`src/hdl/rxoh_pkg.sv`:
```
// shared constants and types for the receive overhead serial ports
package rxoh_pkg;
  // overhead bytes per frame on each port
  localparam int unsigned OW_BYTES      = 3;  // e1, f1, e2
  localparam int unsigned DCC_BYTES     = 3;  // d1, d2, d3
  localparam int unsigned POH_BYTES     = 9;  // j1 first
  localparam int unsigned BYTE_BITS     = 8;
  localparam int unsigned OW_BITS       = OW_BYTES * BYTE_BITS;
  localparam int unsigned DCC_BITS      = DCC_BYTES * BYTE_BITS;
  localparam int unsigned POH_BITS      = POH_BYTES * BYTE_BITS;
  // overhead clock divider: half period in clk cycles (40 MHz / 8 = 5 MHz)
  localparam int unsigned OH_HALF_CYC   = 4;
  localparam logic [2:0]  OH_HALF_LAST  = 3'(OH_HALF_CYC - 1);
  localparam logic [6:0]  CNT_RST       = 7'h00;
  localparam logic [7:0]  OW_WORD_W     = 8'h18;
  localparam logic [7:0]  DCC_WORD_W    = 8'h18;
  localparam logic [7:0]  POH_WORD_W    = 8'h48;

  typedef enum logic [1:0] {
    RXOH_IDLE = 2'b00,
    RXOH_SEND = 2'b01
  } rxoh_state_e;
endpackage : rxoh_pkg

```
`src/hdl/rxoh_if.sv`:
```
// pins between the overhead output ports and the external receiver
`timescale 1ns/1ps
interface rxoh_if;
  logic overhead_out_clock;
  logic orderwire_data_out;
  logic orderwire_valid_out;
  logic orderwire_frame_pulse;
  logic section_dcc_data_out;
  logic section_dcc_valid_out;
  logic path_overhead_clock;
  logic path_overhead_data_out;
  logic path_overhead_frame_pulse;
  logic path_overhead_valid_out;

  modport dev (
    output overhead_out_clock,
    output orderwire_data_out,
    output orderwire_valid_out,
    output orderwire_frame_pulse,
    output section_dcc_data_out,
    output section_dcc_valid_out,
    output path_overhead_clock,
    output path_overhead_data_out,
    output path_overhead_frame_pulse,
    output path_overhead_valid_out
  );

  modport rcv (
    input overhead_out_clock,
    input orderwire_data_out,
    input orderwire_valid_out,
    input orderwire_frame_pulse,
    input section_dcc_data_out,
    input section_dcc_valid_out,
    input path_overhead_clock,
    input path_overhead_data_out,
    input path_overhead_frame_pulse,
    input path_overhead_valid_out
  );
endinterface : rxoh_if

```
`src/hdl/rxoh_dev.sv`:
```
// device end: serialises order-wire, section dcc and path overhead bytes
`timescale 1ns/1ps
module rxoh_dev (
  input  wire logic                          clk,
  input  wire logic                          rst,
  input  wire logic                          ce,
  // user side: one frame's bytes, loaded by a one-cycle strobe
  input  wire logic                          ow_load,
  input  wire logic [rxoh_pkg::OW_BITS-1:0]  ow_bytes,
  input  wire logic                          dcc_load,
  input  wire logic [rxoh_pkg::DCC_BITS-1:0] dcc_bytes,
  input  wire logic                          poh_load,
  input  wire logic [rxoh_pkg::POH_BITS-1:0] poh_bytes,
  output logic                               ow_busy,
  output logic                               dcc_busy,
  output logic                               poh_busy,
  rxoh_if.dev                                pins
);

  typedef struct packed {
    logic [2:0]                   div;
    logic                         oclk;
    rxoh_pkg::rxoh_state_e        ow_st;
    logic [6:0]                   ow_cnt;
    logic [rxoh_pkg::OW_BITS-1:0] ow_sh;
    logic                         ow_pend;
    logic [rxoh_pkg::OW_BITS-1:0] ow_buf;
    rxoh_pkg::rxoh_state_e        dcc_st;
    logic [6:0]                   dcc_cnt;
    logic [rxoh_pkg::DCC_BITS-1:0] dcc_sh;
    logic                         dcc_pend;
    logic [rxoh_pkg::DCC_BITS-1:0] dcc_buf;
    rxoh_pkg::rxoh_state_e        poh_st;
    logic [6:0]                   poh_cnt;
    logic [rxoh_pkg::POH_BITS-1:0] poh_sh;
    logic                         poh_pend;
    logic [rxoh_pkg::POH_BITS-1:0] poh_buf;
    logic                         ow_d;
    logic                         ow_v;
    logic                         ow_fp;
    logic                         dcc_d;
    logic                         dcc_v;
    logic                         poh_d;
    logic                         poh_v;
    logic                         poh_fp;
  } rxoh_dev_s;

  rxoh_dev_s st_q;
  rxoh_dev_s st_d;
  logic      fall;

  always_comb
  begin
    st_d = st_q;
    fall = 1'b0;
    // one shared divided clock serves both overhead clock pins
    if (st_q.div == rxoh_pkg::OH_HALF_LAST)
    begin
      st_d.div  = 3'h0;
      st_d.oclk = ~st_q.oclk;
      fall      = st_q.oclk;
    end
    else
    begin
      st_d.div = st_q.div + 3'h1;
    end
    // one frame may wait behind the one on the wire; a newer load overwrites
    if (ow_load)
    begin
      st_d.ow_pend = 1'b1;
      st_d.ow_buf  = ow_bytes;
    end
    if (dcc_load)
    begin
      st_d.dcc_pend = 1'b1;
      st_d.dcc_buf  = dcc_bytes;
    end
    if (poh_load)
    begin
      st_d.poh_pend = 1'b1;
      st_d.poh_buf  = poh_bytes;
    end
    if (fall)
    begin
      // order-wire port
      case (st_q.ow_st)
        rxoh_pkg::RXOH_IDLE:
        begin
          st_d.ow_v  = 1'b0;
          st_d.ow_fp = 1'b0;
          if (st_q.ow_pend)
          begin
            st_d.ow_pend = ow_load;
            st_d.ow_st   = rxoh_pkg::RXOH_SEND;
            st_d.ow_d    = st_q.ow_buf[rxoh_pkg::OW_BITS-1];
            st_d.ow_sh   = {st_q.ow_buf[rxoh_pkg::OW_BITS-2:0], 1'b0};
            st_d.ow_v    = 1'b1;
            st_d.ow_fp   = 1'b1;
            st_d.ow_cnt  = 7'h01;
          end
        end
        rxoh_pkg::RXOH_SEND:
        begin
          st_d.ow_fp = 1'b0;
          if (st_q.ow_cnt == rxoh_pkg::OW_WORD_W[6:0])
          begin
            st_d.ow_st = rxoh_pkg::RXOH_IDLE;
            st_d.ow_v  = 1'b0;
          end
          else
          begin
            st_d.ow_d   = st_q.ow_sh[rxoh_pkg::OW_BITS-1];
            st_d.ow_sh  = {st_q.ow_sh[rxoh_pkg::OW_BITS-2:0], 1'b0};
            st_d.ow_cnt = st_q.ow_cnt + 7'h01;
          end
        end
        default:
        begin
          st_d.ow_st = rxoh_pkg::RXOH_IDLE;
          st_d.ow_v  = 1'b0;
        end
      endcase
      // section dcc port
      case (st_q.dcc_st)
        rxoh_pkg::RXOH_IDLE:
        begin
          st_d.dcc_v = 1'b0;
          if (st_q.dcc_pend)
          begin
            st_d.dcc_pend = dcc_load;
            st_d.dcc_st   = rxoh_pkg::RXOH_SEND;
            st_d.dcc_d    = st_q.dcc_buf[rxoh_pkg::DCC_BITS-1];
            st_d.dcc_sh   = {st_q.dcc_buf[rxoh_pkg::DCC_BITS-2:0], 1'b0};
            st_d.dcc_v    = 1'b1;
            st_d.dcc_cnt  = 7'h01;
          end
        end
        rxoh_pkg::RXOH_SEND:
        begin
          if (st_q.dcc_cnt == rxoh_pkg::DCC_WORD_W[6:0])
          begin
            st_d.dcc_st = rxoh_pkg::RXOH_IDLE;
            st_d.dcc_v  = 1'b0;
          end
          else
          begin
            st_d.dcc_d   = st_q.dcc_sh[rxoh_pkg::DCC_BITS-1];
            st_d.dcc_sh  = {st_q.dcc_sh[rxoh_pkg::DCC_BITS-2:0], 1'b0};
            st_d.dcc_cnt = st_q.dcc_cnt + 7'h01;
          end
        end
        default:
        begin
          st_d.dcc_st = rxoh_pkg::RXOH_IDLE;
          st_d.dcc_v  = 1'b0;
        end
      endcase
      // path overhead port
      case (st_q.poh_st)
        rxoh_pkg::RXOH_IDLE:
        begin
          st_d.poh_v  = 1'b0;
          st_d.poh_fp = 1'b0;
          if (st_q.poh_pend)
          begin
            st_d.poh_pend = poh_load;
            st_d.poh_st   = rxoh_pkg::RXOH_SEND;
            st_d.poh_d    = st_q.poh_buf[rxoh_pkg::POH_BITS-1];
            st_d.poh_sh   = {st_q.poh_buf[rxoh_pkg::POH_BITS-2:0], 1'b0};
            st_d.poh_v    = 1'b1;
            st_d.poh_fp   = 1'b1;
            st_d.poh_cnt  = 7'h01;
          end
        end
        rxoh_pkg::RXOH_SEND:
        begin
          st_d.poh_fp = 1'b0;
          if (st_q.poh_cnt == rxoh_pkg::POH_WORD_W[6:0])
          begin
            st_d.poh_st = rxoh_pkg::RXOH_IDLE;
            st_d.poh_v  = 1'b0;
          end
          else
          begin
            st_d.poh_d   = st_q.poh_sh[rxoh_pkg::POH_BITS-1];
            st_d.poh_sh  = {st_q.poh_sh[rxoh_pkg::POH_BITS-2:0], 1'b0};
            st_d.poh_cnt = st_q.poh_cnt + 7'h01;
          end
        end
        default:
        begin
          st_d.poh_st = rxoh_pkg::RXOH_IDLE;
          st_d.poh_v  = 1'b0;
        end
      endcase
    end
  end

  always_ff @(posedge clk)
  begin
    if (rst)
    begin
      st_q <= '0;
    end
    else if (ce)
    begin
      st_q <= st_d;
    end
  end

  assign pins.overhead_out_clock        = st_q.oclk;
  assign pins.path_overhead_clock       = st_q.oclk;
  assign pins.orderwire_data_out        = st_q.ow_d;
  assign pins.orderwire_valid_out       = st_q.ow_v;
  assign pins.orderwire_frame_pulse     = st_q.ow_fp;
  assign pins.section_dcc_data_out      = st_q.dcc_d;
  assign pins.section_dcc_valid_out     = st_q.dcc_v;
  assign pins.path_overhead_data_out    = st_q.poh_d;
  assign pins.path_overhead_valid_out   = st_q.poh_v;
  assign pins.path_overhead_frame_pulse = st_q.poh_fp;
  assign ow_busy  = st_q.ow_pend;
  assign dcc_busy = st_q.dcc_pend;
  assign poh_busy = st_q.poh_pend;

endmodule : rxoh_dev

```
`src/flat_wrapper.sv`:
```
// flat-port wrapper written by rule: the top's interface ports become plain ports
module rxoh_dev_flat 
  (clk, rst, ce, ow_load, ow_bytes, dcc_load, dcc_bytes, poh_load, poh_bytes, ow_busy, dcc_busy, poh_busy, pins_overhead_out_clock, pins_orderwire_data_out, pins_orderwire_valid_out, pins_orderwire_frame_pulse, pins_section_dcc_data_out, pins_section_dcc_valid_out, pins_path_overhead_clock, pins_path_overhead_data_out, pins_path_overhead_frame_pulse, pins_path_overhead_valid_out);
  rxoh_if pins_i ();
  input  wire logic clk;
  input  wire logic rst;
  input  wire logic ce;
  input  wire logic ow_load;
  input  wire logic [rxoh_pkg::OW_BITS-1:0] ow_bytes;
  input  wire logic dcc_load;
  input  wire logic [rxoh_pkg::DCC_BITS-1:0] dcc_bytes;
  input  wire logic poh_load;
  input  wire logic [rxoh_pkg::POH_BITS-1:0] poh_bytes;
  output logic ow_busy;
  output logic dcc_busy;
  output logic poh_busy;
  output wire logic [$bits(pins_i.overhead_out_clock)-1:0] pins_overhead_out_clock;
  output wire logic [$bits(pins_i.orderwire_data_out)-1:0] pins_orderwire_data_out;
  output wire logic [$bits(pins_i.orderwire_valid_out)-1:0] pins_orderwire_valid_out;
  output wire logic [$bits(pins_i.orderwire_frame_pulse)-1:0] pins_orderwire_frame_pulse;
  output wire logic [$bits(pins_i.section_dcc_data_out)-1:0] pins_section_dcc_data_out;
  output wire logic [$bits(pins_i.section_dcc_valid_out)-1:0] pins_section_dcc_valid_out;
  output wire logic [$bits(pins_i.path_overhead_clock)-1:0] pins_path_overhead_clock;
  output wire logic [$bits(pins_i.path_overhead_data_out)-1:0] pins_path_overhead_data_out;
  output wire logic [$bits(pins_i.path_overhead_frame_pulse)-1:0] pins_path_overhead_frame_pulse;
  output wire logic [$bits(pins_i.path_overhead_valid_out)-1:0] pins_path_overhead_valid_out;
  assign pins_overhead_out_clock = pins_i.overhead_out_clock;
  assign pins_orderwire_data_out = pins_i.orderwire_data_out;
  assign pins_orderwire_valid_out = pins_i.orderwire_valid_out;
  assign pins_orderwire_frame_pulse = pins_i.orderwire_frame_pulse;
  assign pins_section_dcc_data_out = pins_i.section_dcc_data_out;
  assign pins_section_dcc_valid_out = pins_i.section_dcc_valid_out;
  assign pins_path_overhead_clock = pins_i.path_overhead_clock;
  assign pins_path_overhead_data_out = pins_i.path_overhead_data_out;
  assign pins_path_overhead_frame_pulse = pins_i.path_overhead_frame_pulse;
  assign pins_path_overhead_valid_out = pins_i.path_overhead_valid_out;
  rxoh_dev u_core (.clk(clk), .rst(rst), .ce(ce), .ow_load(ow_load), .ow_bytes(ow_bytes), .dcc_load(dcc_load), .dcc_bytes(dcc_bytes), .poh_load(poh_load), .poh_bytes(poh_bytes), .ow_busy(ow_busy), .dcc_busy(dcc_busy), .poh_busy(poh_busy), .pins(pins_i));
endmodule
```
`config.mk`:
```
export PLATFORM = sky130hd
export DESIGN_NAME = rxoh_dev_flat
export DESIGN_NICKNAME = d
export VERILOG_FILES = /design/src/hdl/rxoh_pkg.sv /design/src/hdl/rxoh_if.sv /design/src/hdl/rxoh_dev.sv /design/src/flat_wrapper.sv
export SDC_FILE = /design/constraint.sdc
export NUM_CORES = 1
export LEC_CHECK = 0
export ABC_AREA = 1
export BUFFER_PORTS_ARGS = -buffer_cell sky130_fd_sc_hd__buf_2
export CORE_MARGIN = 10
export CORE_UTILIZATION = 40
export CTS_BUF_LIST = sky130_fd_sc_hd__clkbuf_4
export DETAILED_ROUTE_END_ITERATION = 8
export PLACE_DENSITY_LB_ADDON = 0.08
export REMOVE_ABC_BUFFERS = 1
export SLEW_MARGIN = 25
export SYNTH_ARGS = -nofsm -noshare
export SYNTH_HDL_FRONTEND = slang
export SYNTH_SLANG_ARGS = --single-unit
```
`constraint.sdc`:
```
create_clock -name clk -period 2.1 [get_ports clk]
set_input_delay 0.315 -clock clk [delete_from_list [all_inputs] [get_ports clk]]
set_output_delay 0.315 -clock clk [all_outputs]
set_load 0.02 [all_outputs]
```
==> results of run 1 <==
[worst register-to-register path: cells and delay by family, from the launching register on]
| kind | cells | cell delay (ns) |
|---|---|---|
| AND/OR/NAND/NOR | 6 | 0.71 |
| flip-flops | 1 | 0.35 |
| buffers and inverters | 3 | 0.52 |
| adder cells (fa/ha/maj) | 1 | 0.16 |
[layout make-up]
type	instances	share of cell area, %
Sequential cell	276	36.1
Multi-Input combinational cell	1221	35.3
Timing Repair Buffer	300	15.0
Clock buffer	111	5.45
Inverter	179	4.43
Tap cell	390	3.19
Clock inverter	14	0.515
Antenna cell	1	0.0164
[final timing paths]
kind / from / end / depth (start not counted)
hold reg to reg: u_core.st_q[230]$_SDFFE_PP0P_ / u_core.st_q[230]$_SDFFE_PP0P_ / 2
setup reg to reg: u_core.st_q[279]$_SDFFE_PP0P_ / u_core.st_q[121]$_SDFFE_PP0P_ / 10
hold / removal: poh_bytes[70] / u_core.st_q[78]$_SDFFE_PP0P_ / 3
setup / recovery: u_core.st_q[279]$_SDFFE_PP0P_ / u_core.st_q[121]$_SDFFE_PP0P_ / 10
[registers in the layout, summed over array words and instances (netlist names)]
name and cells:
u_core.dcc_busy 1, u_core.ow_busy 1, u_core.pins.orderwire_data_out 1, u_core.pins.orderwire_frame_pulse 1
u_core.pins.orderwire_valid_out 1, u_core.pins.overhead_out_clock 1, u_core.pins.path_overhead_data_out 1, u_core.pins.path_overhead_frame_pulse 1
u_core.pins.path_overhead_valid_out 1, u_core.pins.section_dcc_data_out 1, u_core.pins.section_dcc_valid_out 1, u_core.poh_busy 1
u_core.st_q 264
[layer usage]
| layer | GRT usage (%) | share of wire [%] |
|---|---|---|
| met1 | 20.9 | 48 |
| met4 | 5.03 | 1.8 |
| met5 | 0 | 0 |
| met3 | 4.17 | 4.4 |
| met2 | 26.1 | 45 |
[kinds of logic (layout without fill, tap and decap cells)]
kind of cell / Yosys count / after routing / share of synthesized area, %
AOI/OAI and AO/OA: 304 / 304 / 13.1
DFF: 276 / 276 / 45.6
buffers and inverters: 297 / 604 / 10.1
xor gates and xnor gates: 2 / 2 / 0.144
and+or+nand+nor: 908 / 908 / 30.4
adders and majority gates: 7 / 7 / 0.722
other: 0 / 1 / 0
[per-stage QoR]
step	std cells	total power (uW)
5_1_grt	2492	11700
3_3_place_gp	2246	6280
2_1_floorplan	1676	5970
3_5_place_dp	2246	6290
6_report	2492	11000
4_1_cts	2491	11300
[cells in the final DEF, fill, tap and decap left out, types with 28 or more instances in the layout]
cell,count
o21ai_0,207
nand2_1,305
dfxtp_1,276
inv_1,170
o22ai_1,28
dlygate4sd3_1,120
nor2_1,456
buf_2,138
nand3_1,114
buf_4,35
a21oi_1,57
clkbuf_4,111
[power by group through the flow]
stage | Clock, uW | Combinational (uW) | Sequential, uW
6_report | 4690 | 858 | 5470
5_1_grt | 5190 | 978 | 5490
4_1_cts | 4910 | 874 | 5470
3_5_place_dp | 0 | 700 | 5590
3_3_place_gp | 0 | 693 | 5590
2_1_floorplan | 0 | 393 | 5570
==> PnR_summary.wiki, run 1 <==
{| class="wikitable"
! Metric !! Value
|-
| Clock buffers created by TritonCTS || 78
|-
| Fin Clk Skew || 0.0372 ns
|-
| Pin count of the biggest net entering global routing || 76
|-
| Final period utilization || 88.3%
|-
| Switching portion of total power || 24.4%
|-
| Vias per Instance || 4.67
|-
| Final Slew Violations || 0
|-
| Max_cap viols || 0
|-
| Logic gate share of total power || 7.8%
|-
| Post-cts gate resize count || 0
|-
| TritonCTS sink count || 276
|-
| Share of layout cells above drive strength 1 || 15.0%
|-
| Fmax || 0.539 GHz
|-
| Number of global-route vias before repair || 11200
|-
| Hold Buf Count CTS || 120
|-
| Final setup violating endpoints || 0
|-
| Critical path's top delay family || simple AND/OR/NAND/NOR gates
|-
| Portion of synthesized cell area occupied by the leading cell type || 45.6%
|-
| Unrepaired setup endpoints after global routing || no
|-
| Horizontal die dimension || 194 um
|-
| Maximum clock path buffer count || 3
|-
| Area of the multi-input gates || 5390 um^2
|-
| IO buf count || 138
|-
| Synthesized instance count || 1794
|-
| Site Rows || 63
|-
| Clock latency on the worst-skew pair || 0.67 ns
|-
| Hold crit path type || in2reg
|-
| Instance area after placement || 13200 um^2
|-
| Vertical die dimension || 194 um
|-
| Power per unit of standard cell area || 721 nW/um^2
|-
| Flip-flop and latch count after synthesis || 276
|-
| Leakage || 0.00706 uW
|-
| Hpwl dp || 18.8 mm
|-
| Summed negative setup slack over all endpoints || 0 ns
|-
| Number of nets still failing antenna checks after routing || 0
|-
| Clock tree from TritonCTS || done
|-
| Stage delay of the slowest cell on the critical path || 0.35 ns
|-
| Share of synthesized flip-flops with an asynchronous set or reset || 0%
|-
| Final number of hold-violating endpoints || 0
|-
| First-pass GRT wire length || 53.6 mm
|-
| Number of enable-type register cells in the synthesized netlist || 0
|-
| Finished Core Util || 51.3%
|-
| Result of the run || finished clean
|-
| Final Wtd Congestion || 0.807
|-
| Largest vdd supply drop || 0.000419 V
|-
| CP Buf/Inv Count || 3
|-
| CP Data Required Time || 2.64 ns
|-
| Filler instances || 3081
|-
| Clock transition at the register clock pins on the worst setup and hold paths after CTS || 0.06 ns
|-
| Slew HR || 45.4%
|-
| Area taken by flip-flops and latches || 5530 um^2
|-
| Top FF cell, synth || dfxtp_1
|-
| Number of search-and-repair iterations in the first detailed-routing pass || 4
|-
| Category of the critical setup timing path || reg2reg
|-
| Part of the total power dissipated in the clock network || 42.6%
|-
| Number of antenna violations at the first check in global routing || 1
|-
| DRC errors left || 0
|-
| Critical Path Sink Type || register
|-
| Dominant cell by count in the synthesized netlist || nor2_1
|-
| Total number of vias || 11600
|-
| Tot GR Track Use || 16.2%
|-
| Net count reported at finish || 2189
|-
| Top-level I/O count || 139
|-
| Worst reg-to-reg setup slack || 0.25 ns
|-
| Relative area change from synthesis to final layout || 26.1%
|-
| Post-Synthesis Mean Instance Area || 6.76 um^2
|-
| Full die area || 37700 um^2
|-
| Internal power of the cells || 8330 uW
|-
| Time the final worst path needs with I/O delays and setup || 1.85 ns
|-
| Flop pwr share || 49.7%
|-
| Share of synthesized area occupied by flip-flops and latches || 45.6%
|-
| Level count of the clock H-tree || 3
|-
| Slew at the pin closest to its max-slew limit || 0.818 ns
|-
| WP data arrival || 2.39 ns
|-
| Core area || 29800 um^2
|-
| Cell-by-cell listing of the critical path || ha_1 > nand2_2 > nor3_4 > buf_4 > nand3_4 > nand2_4 > inv_2 > buf_4 > nor2_1 > nor2_1
|-
| Post-place setup slack || 0.253 ns
|-
| Design Area, Final || 15300 um^2
|-
| Initial standard-cell utilization of the core || 40.7%
|-
| CTS Root Cell || clkbuf_4
|-
| Number of distinct standard cells referenced by the synthesized netlist || 28
|-
| Initial DRC count || 601
|-
| Startpoint type of the worst setup path || register
|-
| Largest cells by area after synthesis || dfxtp_1 46%, nor2_1 14%, nand2_1 9.5%, o21ai_0 8.5%, inv_1 5.3%
|-
| Crit-path slowest cell || dfxtp_1
|-
| Post-synth top cells || 457 x nor2_1, 306 x nand2_1, 276 x dfxtp_1, 207 x o21ai_0, 172 x inv_1
|-
| Cell taking the most area after synthesis || dfxtp_1
|-
| Crit path max fanout || 44
|-
| Residual overflow from global routing || 0
|-
| Cell area after synthesis || 12100 um^2
|-
| Routed wire per std cell || 12.6 um
|-
| Synth warn || 0
|-
| Worst hold slack after final layout || 0.0275 ns
|-
| Total wire length after detailed routing || 31.5 mm
|-
| Minimum setup slack in the final design || 0.246 ns
|-
| Setup Buffers After CTS || 0
|-
| Net Sw Power || 2690 uW
|}
Note: power is estimated with default switching activity, not from simulation.
==> run 2, diff against run 1 <==
--- a/config.mk
+++ b/config.mk
@@ -6,7 +6,10 @@
 export NUM_CORES = 1
 export LEC_CHECK = 0
 export ABC_AREA = 1
+export ABC_CLOCK_PERIOD_IN_PS = 2100
 export BUFFER_PORTS_ARGS = -buffer_cell sky130_fd_sc_hd__buf_2
+export CELL_PAD_IN_SITES_DETAIL_PLACEMENT = 1
+export CELL_PAD_IN_SITES_GLOBAL_PLACEMENT = 1
 export CORE_MARGIN = 10
 export CORE_UTILIZATION = 40
 export CTS_BUF_LIST = sky130_fd_sc_hd__clkbuf_4
==> run 2 against run 1 <==
Against the previous run: count of clock-buffer cells in the layout grew 4; combinational power up 4.2%; critical path depth fell by 1; flip-flop and latch count did not move; clock skew is 0.0032 ns lower; utilization barely moved; non-clock buffer count is 4 lower; register-to-register slack better by 0.02 ns; die area unchanged; critical endpoint is now u_core.st_q[274]$_SDFFE_PP0P_; largest cell class unchanged.
==> PnR_summary.wiki, run 2 (same netlist as run 1, synthesis figures left out) <==
{| class="wikitable"
! Metric !! Value
|-
| Result of the run || finished clean
|-
| Residual overflow from global routing || 0
|-
| Worst reg-to-reg setup slack || 0.27 ns
|-
| Hpwl dp || 21.4 mm
|-
| Final standard cell count with taps included and fillers excluded || 2481
|-
| Clock latency on the worst-skew pair || 0.68 ns
|-
| Startpoint type of the worst setup path || register
|-
| Summed negative setup slack over all endpoints || 0 ns
|-
| Area taken by flip-flops and latches || 5530 um^2
|-
| Area of the multi-input gates || 5400 um^2
|-
| Total number of vias || 12100
|-
| IO buf count || 138
|-
| Vertical die dimension || 194 um
|-
| Crit-path slowest cell || dfxtp_1
|-
| Crit path max fanout || 30
|-
| Stage delay of the slowest cell on the critical path || 0.35 ns
|-
| Number of search-and-repair iterations in the first detailed-routing pass || 4
|-
| Clock buffers created by TritonCTS || 79
|-
| Final period utilization || 87.4%
|-
| Routed wire per std cell || 14.4 um
|-
| Final Slew Violations || 0
|-
| Cell-by-cell listing of the critical path || ha_1 > nand2_2 > nor3_4 > buf_4 > nand3_2 > buf_4 > inv_1 > nand2_1 > a21oi_1
|-
| Depth of the most critical reg-to-reg path || 9
|-
| Fmax || 0.545 GHz
|-
| Worst hold path cell count || 4
|-
| Share of layout cells above drive strength 1 || 14.8%
|-
| Commonest non-fill, non-tap cell in the layout || nor2_1
|-
| Number of nets still failing antenna checks after routing || 0
|-
| Vias per Instance || 4.87
|-
| Level count of the clock H-tree || 3
|-
| Clock tree from TritonCTS || done
|-
| Initial standard-cell utilization of the core || 40.7%
|-
| Slew at the pin closest to its max-slew limit || 0.914 ns
|-
| DRC errors left || 0
|-
| Net count reported at finish || 2186
|-
| Number of flip-flops in the largest register || 264
|-
| Hold crit path type || in2reg
|-
| Number of global-route vias before repair || 12600
|-
| Largest vdd supply drop || 0.000449 V
|-
| R2r endpoint || u_core.st_q[274]$_SDFFE_PP0P_
|-
| Origin of the critical flop-to-flop path || u_core.st_q[279]$_SDFFE_PP0P_
|-
| CP Data Required Time || 2.70 ns
|-
| Total wire length after detailed routing || 35.8 mm
|-
| Setup Buffers After CTS || 0
|-
| Clock transition at the register clock pins on the worst setup and hold paths after CTS || 0.06 ns
|-
| Maximum clock path buffer count || 3
|-
| Final setup violating endpoints || 0
|-
| Top-level I/O count || 139
|-
| Register bank with the most flops || u_core.st_q
|-
| Max_cap viols || 0
|-
| Initial DRC count || 380
|-
| Horizontal die dimension || 194 um
|-
| Design Area, Final || 15300 um^2
|-
| CP Buf/Inv Count || 3
|-
| Unrepaired setup endpoints after global routing || no
|-
| Tot GR Track Use || 18.4%
|-
| Core area || 29800 um^2
|-
| First-pass GRT wire length || 60.1 mm
|-
| Critical Path Sink Type || register
|-
| Category of the critical setup timing path || reg2reg
|-
| WP data arrival || 2.44 ns
|-
| Critical path's top delay family || buffers and inverters
|-
| Power per unit of standard cell area || 719 nW/um^2
|-
| Top library cells by usage in the layout, fill and taps aside || 456 x nor2_1, 305 x nand2_1, 276 x dfxtp_1
|-
| Pin count of the biggest net entering global routing || 78
|-
| Most common cell on crit path || buf_4
|-
| Leakage || 0.00704 uW
|-
| CTS Root Cell || clkbuf_4
|-
| Fin Clk Skew || 0.0340 ns
|-
| Min-Delay Startpoint || ow_load
|-
| Final Wtd Congestion || 0.795
|-
| Time the final worst path needs with I/O delays and setup || 1.83 ns
|-
| Final number of hold-violating endpoints || 0
|-
| Filler instances || 3936
|-
| Slew HR || 39.0%
|-
| Relative area change from synthesis to final layout || 26.1%
|-
| Site Rows || 63
|-
| Hold-critical path endpoint || u_core.st_q[224]$_SDFFE_PP0P_
|-
| Full die area || 37700 um^2
|-
| Number of antenna violations at the first check in global routing || 1
|-
| Instance area after placement || 13200 um^2
|-
| TritonCTS sink count || 276
|-
| Post-Place Cells || 2240
|}
-- run 2: changes by cell type in the layout (fill, tap and decap cells not counted) --
cell | before | now
bufinv_16 | 1 | 0
dlygate4sd3_1 | 120 | 122
inv_2 | 10 | 6
nand2_2 | 5 | 4
inv_4 | 0 | 1
clkbuf_4 | 111 | 115
buf_12 | 7 | 11
buf_4 | 35 | 25
nand2_4 | 3 | 4
clkinv_1 | 11 | 4
-- run 2: final cells by class --
class                      instances  area share (%)
timing repair buffer             296            15.2
inverter                         179            4.44
tap                              390            3.19
multi-input combinational       1221            35.3
sequential                       276            36.1
clock buffer                     115            5.65
antenna                            1          0.0164
clock inverter                     3          0.0737
-- run 2: repair_timing --
item                       CTS  global route
gates resized for setup      0             2
setup endpoints to repair    0             2
hold endpoints to repair   140             0
hold buffers               122             0
-- run 2: worst max-delay path by stage --
stage	start	end	slack [ns]	cells past startpoint
final	u_core.st_q[279]$_SDFFE_PP0P_	u_core.st_q[274]$_SDFFE_PP0P_	0.27	9
after global routing	u_core.st_q[279]$_SDFFE_PP0P_	u_core.st_q[261]$_SDFFE_PP0P_	0.04	9
after CTS	u_core.st_q[153]$_SDFFE_PP0P_	u_core.st_q[141]$_SDFFE_PP0P_	0.18	10
after detailed placement	u_core.st_q[153]$_SDFFE_PP0P_	u_core.st_q[141]$_SDFFE_PP0P_	0.15	10
after global placement	u_core.st_q[153]$_SDFFE_PP0P_	u_core.st_q[141]$_SDFFE_PP0P_	0.23	10
after floorplan	rst	u_core.st_q[10]$_SDFFE_PP0P_	-1.79	3
-- run 2: worst reg2reg max path: stages (launching register included) --
cell	delay, ns
dfxtp_1	0.35
ha_1	0.17
nand2_2	0.09
nor3_4	0.27
buf_4	0.21
nand3_2	0.11
buf_4	0.26
inv_1	0.11
nand2_1	0.06
a21oi_1	0.14
-- run 2: per-layer routing --
layer  vias to the layer above  global-route usage [%]  wire, um  part of all wire [%]
met2                       165                    32.0     17500                    49
met4                         0                    6.42       758                   2.1
met1                      5677                    22.0     16400                    46
li1                       6178                       -         -                     -
met5                         -                       0         0                     0
met3                        63                    3.79      1200                   3.3
-- run 2: power by group --
group,switching (uW),total [uW],internal [uW]
Combinational,476,894,418
Sequential,78.3,5480,5400
Clock,2170,4620,2440
Total,2730,11000,8260
-- run 2: metrics by stage --
step                setup WS, ns  hold WS, ns  total power (uW)  util, %
floorplan                  -1.79        0.384              5970        -
global placement           0.230        0.443              6280     44.3
detailed placement         0.147        0.448              6310     44.3
CTS                        0.180       0.0704             11200     51.3
global route              0.0411        0.120             11600     51.3
finish                     0.265        0.150             11000     51.3
==> run 3, diff against run 2 <==
--- a/config.mk
+++ b/config.mk
@@ -10,6 +10,7 @@
 export BUFFER_PORTS_ARGS = -buffer_cell sky130_fd_sc_hd__buf_2
 export CELL_PAD_IN_SITES_DETAIL_PLACEMENT = 1
 export CELL_PAD_IN_SITES_GLOBAL_PLACEMENT = 1
+export CORE_ASPECT_RATIO = 0.5
 export CORE_MARGIN = 10
 export CORE_UTILIZATION = 40
 export CTS_BUF_LIST = sky130_fd_sc_hd__clkbuf_4
==> run 3 against run 2 <==
Against the previous run: sequential share of layout area about the same; first-iteration DRC count up 65%; clock power about the same; setup slack worse by 0.11 ns; sequential power about the same; non-clock buffer count up 4; utilization up 0.58 points; cell count about the same; fmax down 5.5%; power up 0.26%.
==> PnR_summary.wiki, run 3 (same netlist as run 1, synthesis figures left out) <==
{| class="wikitable"
! Metric !! Value
|-
| Final period utilization || 92.5%
|-
| Critical path's top delay family || buffers and inverters
|-
| IO buf count || 138
|-
| DRC errors left || 0
|-
| Number of nets still failing antenna checks after routing || 0
|-
| Number of global-route vias before repair || 12900
|-
| Result of the run || finished clean
|-
| Vertical die dimension || 143 um
|-
| Site Rows || 44
|-
| CP Data Required Time || 2.73 ns
|-
| Final Slew Violations || 0
|-
| Number of antenna violations at the first check in global routing || 2
|-
| Final Wtd Congestion || 0.777
|-
| Total number of vias || 12300
|-
| Horizontal die dimension || 266 um
|-
| Top-level I/O count || 139
|-
| Final number of hold-violating endpoints || 0
|-
| Time the final worst path needs with I/O delays and setup || 1.94 ns
|-
| Number of search-and-repair iterations in the first detailed-routing pass || 5
|-
| Tot GR Track Use || 19.3%
|-
| Relative area change from synthesis to final layout || 26.0%
|-
| Initial DRC count || 627
|-
| Fmax || 0.515 GHz
|-
| Summed negative setup slack over all endpoints || 0 ns
|-
| Startpoint type of the worst setup path || input port
|-
| Category of the critical setup timing path || in2reg
|-
| Hold crit path type || in2reg
|-
| Residual overflow from global routing || 0
|-
| Clock tree from TritonCTS || done
|-
| Final setup violating endpoints || 0
|-
| Total wire length after detailed routing || 36.9 mm
|-
| Cell-by-cell listing of the critical path || dlygate4sd3_1 > buf_2 > nand2_2 > buf_4 > o21ai_0 > dlygate4sd3_1 > nor2_1
|-
| Post-place setup slack || 0.177 ns
|-
| Number of flip-flops in the largest register || 264
|-
| Largest vdd supply drop || 0.000328 V
|-
| Fin Clk Skew || 0.0305 ns
|-
| Crit-path slowest cell || dlygate4sd3_1
|-
| Full die area || 38100 um^2
|-
| CP Buf/Inv Count || 4
|-
| Level count of the clock H-tree || 3
|-
| TritonCTS sink count || 276
|-
| Initial standard-cell utilization of the core || 41.2%
|-
| Clock transition at the register clock pins on the worst setup and hold paths after CTS || 0.07 ns
|-
| Leakage || 0.00701 uW
|-
| Critical Path Sink Type || register
|-
| Share of layout cells above drive strength 1 || 14.0%
|-
| Routed wire per std cell || 14.9 um
|-
| Vias per Instance || 4.93
|-
| Top library cells by usage in the layout, fill and taps aside || 456 x nor2_1, 305 x nand2_1, 276 x dfxtp_1
|-
| Pin count of the biggest net entering global routing || 78
|-
| Commonest non-fill, non-tap cell in the layout || nor2_1
|-
| M3 GR Usage || 4.46%
|-
| Post-Place Cells || 2235
|-
| Core area || 29500 um^2
|-
| Clock buffers created by TritonCTS || 68
|-
| Clock latency on the worst-skew pair || 0.72 ns
|-
| Minimum setup slack in the final design || 0.158 ns
|-
| CTS Root Cell || clkbuf_4
|-
| Worst hold slack after final layout || 0.154 ns
|-
| Crit path max fanout || 67
|-
| Layer with the highest usage after global routing || met2
|-
| Unrepaired setup endpoints after global routing || no
|-
| GR Util met2 || 34.6%
|-
| Setup Buffers After CTS || 0
|-
| WP data arrival || 2.57 ns
|-
| Net count reported at finish || 2179
|-
| Most common cell on crit path || dlygate4sd3_1
|-
| First-pass GRT wire length || 61.6 mm
|-
| Register bank with the most flops || u_core.st_q
|-
| Met1 Track Usage GR || 22.6%
|-
| Slew HR || 42.3%
|-
| Max_cap viols || 0
|-
| Stage delay of the slowest cell on the critical path || 0.60 ns
|-
| Power per unit of standard cell area || 721 nW/um^2
|-
| Hpwl dp || 21.6 mm
|-
| Slew at the pin closest to its max-slew limit || 0.864 ns
|-
| Final standard cell count with taps included and fillers excluded || 2483
|-
| Maximum clock path buffer count || 3
|}
## run 3: final timing paths
check	from	to	slack (ns)	depth (start not counted)
max	ce	u_core.st_q[62]$_SDFFE_PP0P_	0.16	7
min	dcc_load	u_core.dcc_busy$_SDFFE_PP0P_	0.15	4
max reg2reg	u_core.st_q[279]$_SDFFE_PP0P_	u_core.st_q[120]$_SDFFE_PP0P_	0.17	10
min reg2reg	u_core.st_q[22]$_SDFFE_PP0P_	u_core.st_q[22]$_SDFFE_PP0P_	0.46	2
## run 3: routing by layer
layer	wire length (um)	vias up
li1	-	6164
met1	16800	5854
met2	18000	177
met3	1370	57
met4	758	0
met5	0	-
## run 3: area by class of cell
| cell class | instances | area, um^2 |
|---|---|---|
| fill | 3842 | 14200 |
| sequential | 276 | 5530 |
| multi-input combinational | 1221 | 5390 |
| timing repair buffer | 300 | 2340 |
| clock buffer | 100 | 751 |
| inverter | 179 | 677 |
| tap | 391 | 489 |
| clock inverter | 14 | 105 |
| antenna | 2 | 5.00 |
## run 3: tightest hold or removal path: stages
cell and delay, ns:
buf_2 0.07, nand2_1 0.06, buf_4 0.21, a21oi_1 0.16
## run 3: report_power, final
part           switching, uW  leakage, uW  total [uW]  internal, uW
Sequential              76.2      0.00225        5470          5390
Combinational            486      0.00425         910           424
Clock                   2230     0.000513        4640          2410
Total                   2790      0.00701       11000          8230
## run 3: through the flow
stage / cell area [um^2] / util, % / total power (uW)
after global routing: 15300 / 51.9 / 11600
after global placement: 13100 / 44.5 / 6260
final: 15300 / 51.9 / 11000
after detailed placement: 13100 / 44.5 / 6300
after CTS: 15300 / 51.9 / 11200
after floorplan: 11600 / - / 5970
## run 3: timing repair
item,CTS,global route
resized for setup,0,0
endpoints found under the hold margin,136,0
hold buffers,132,0
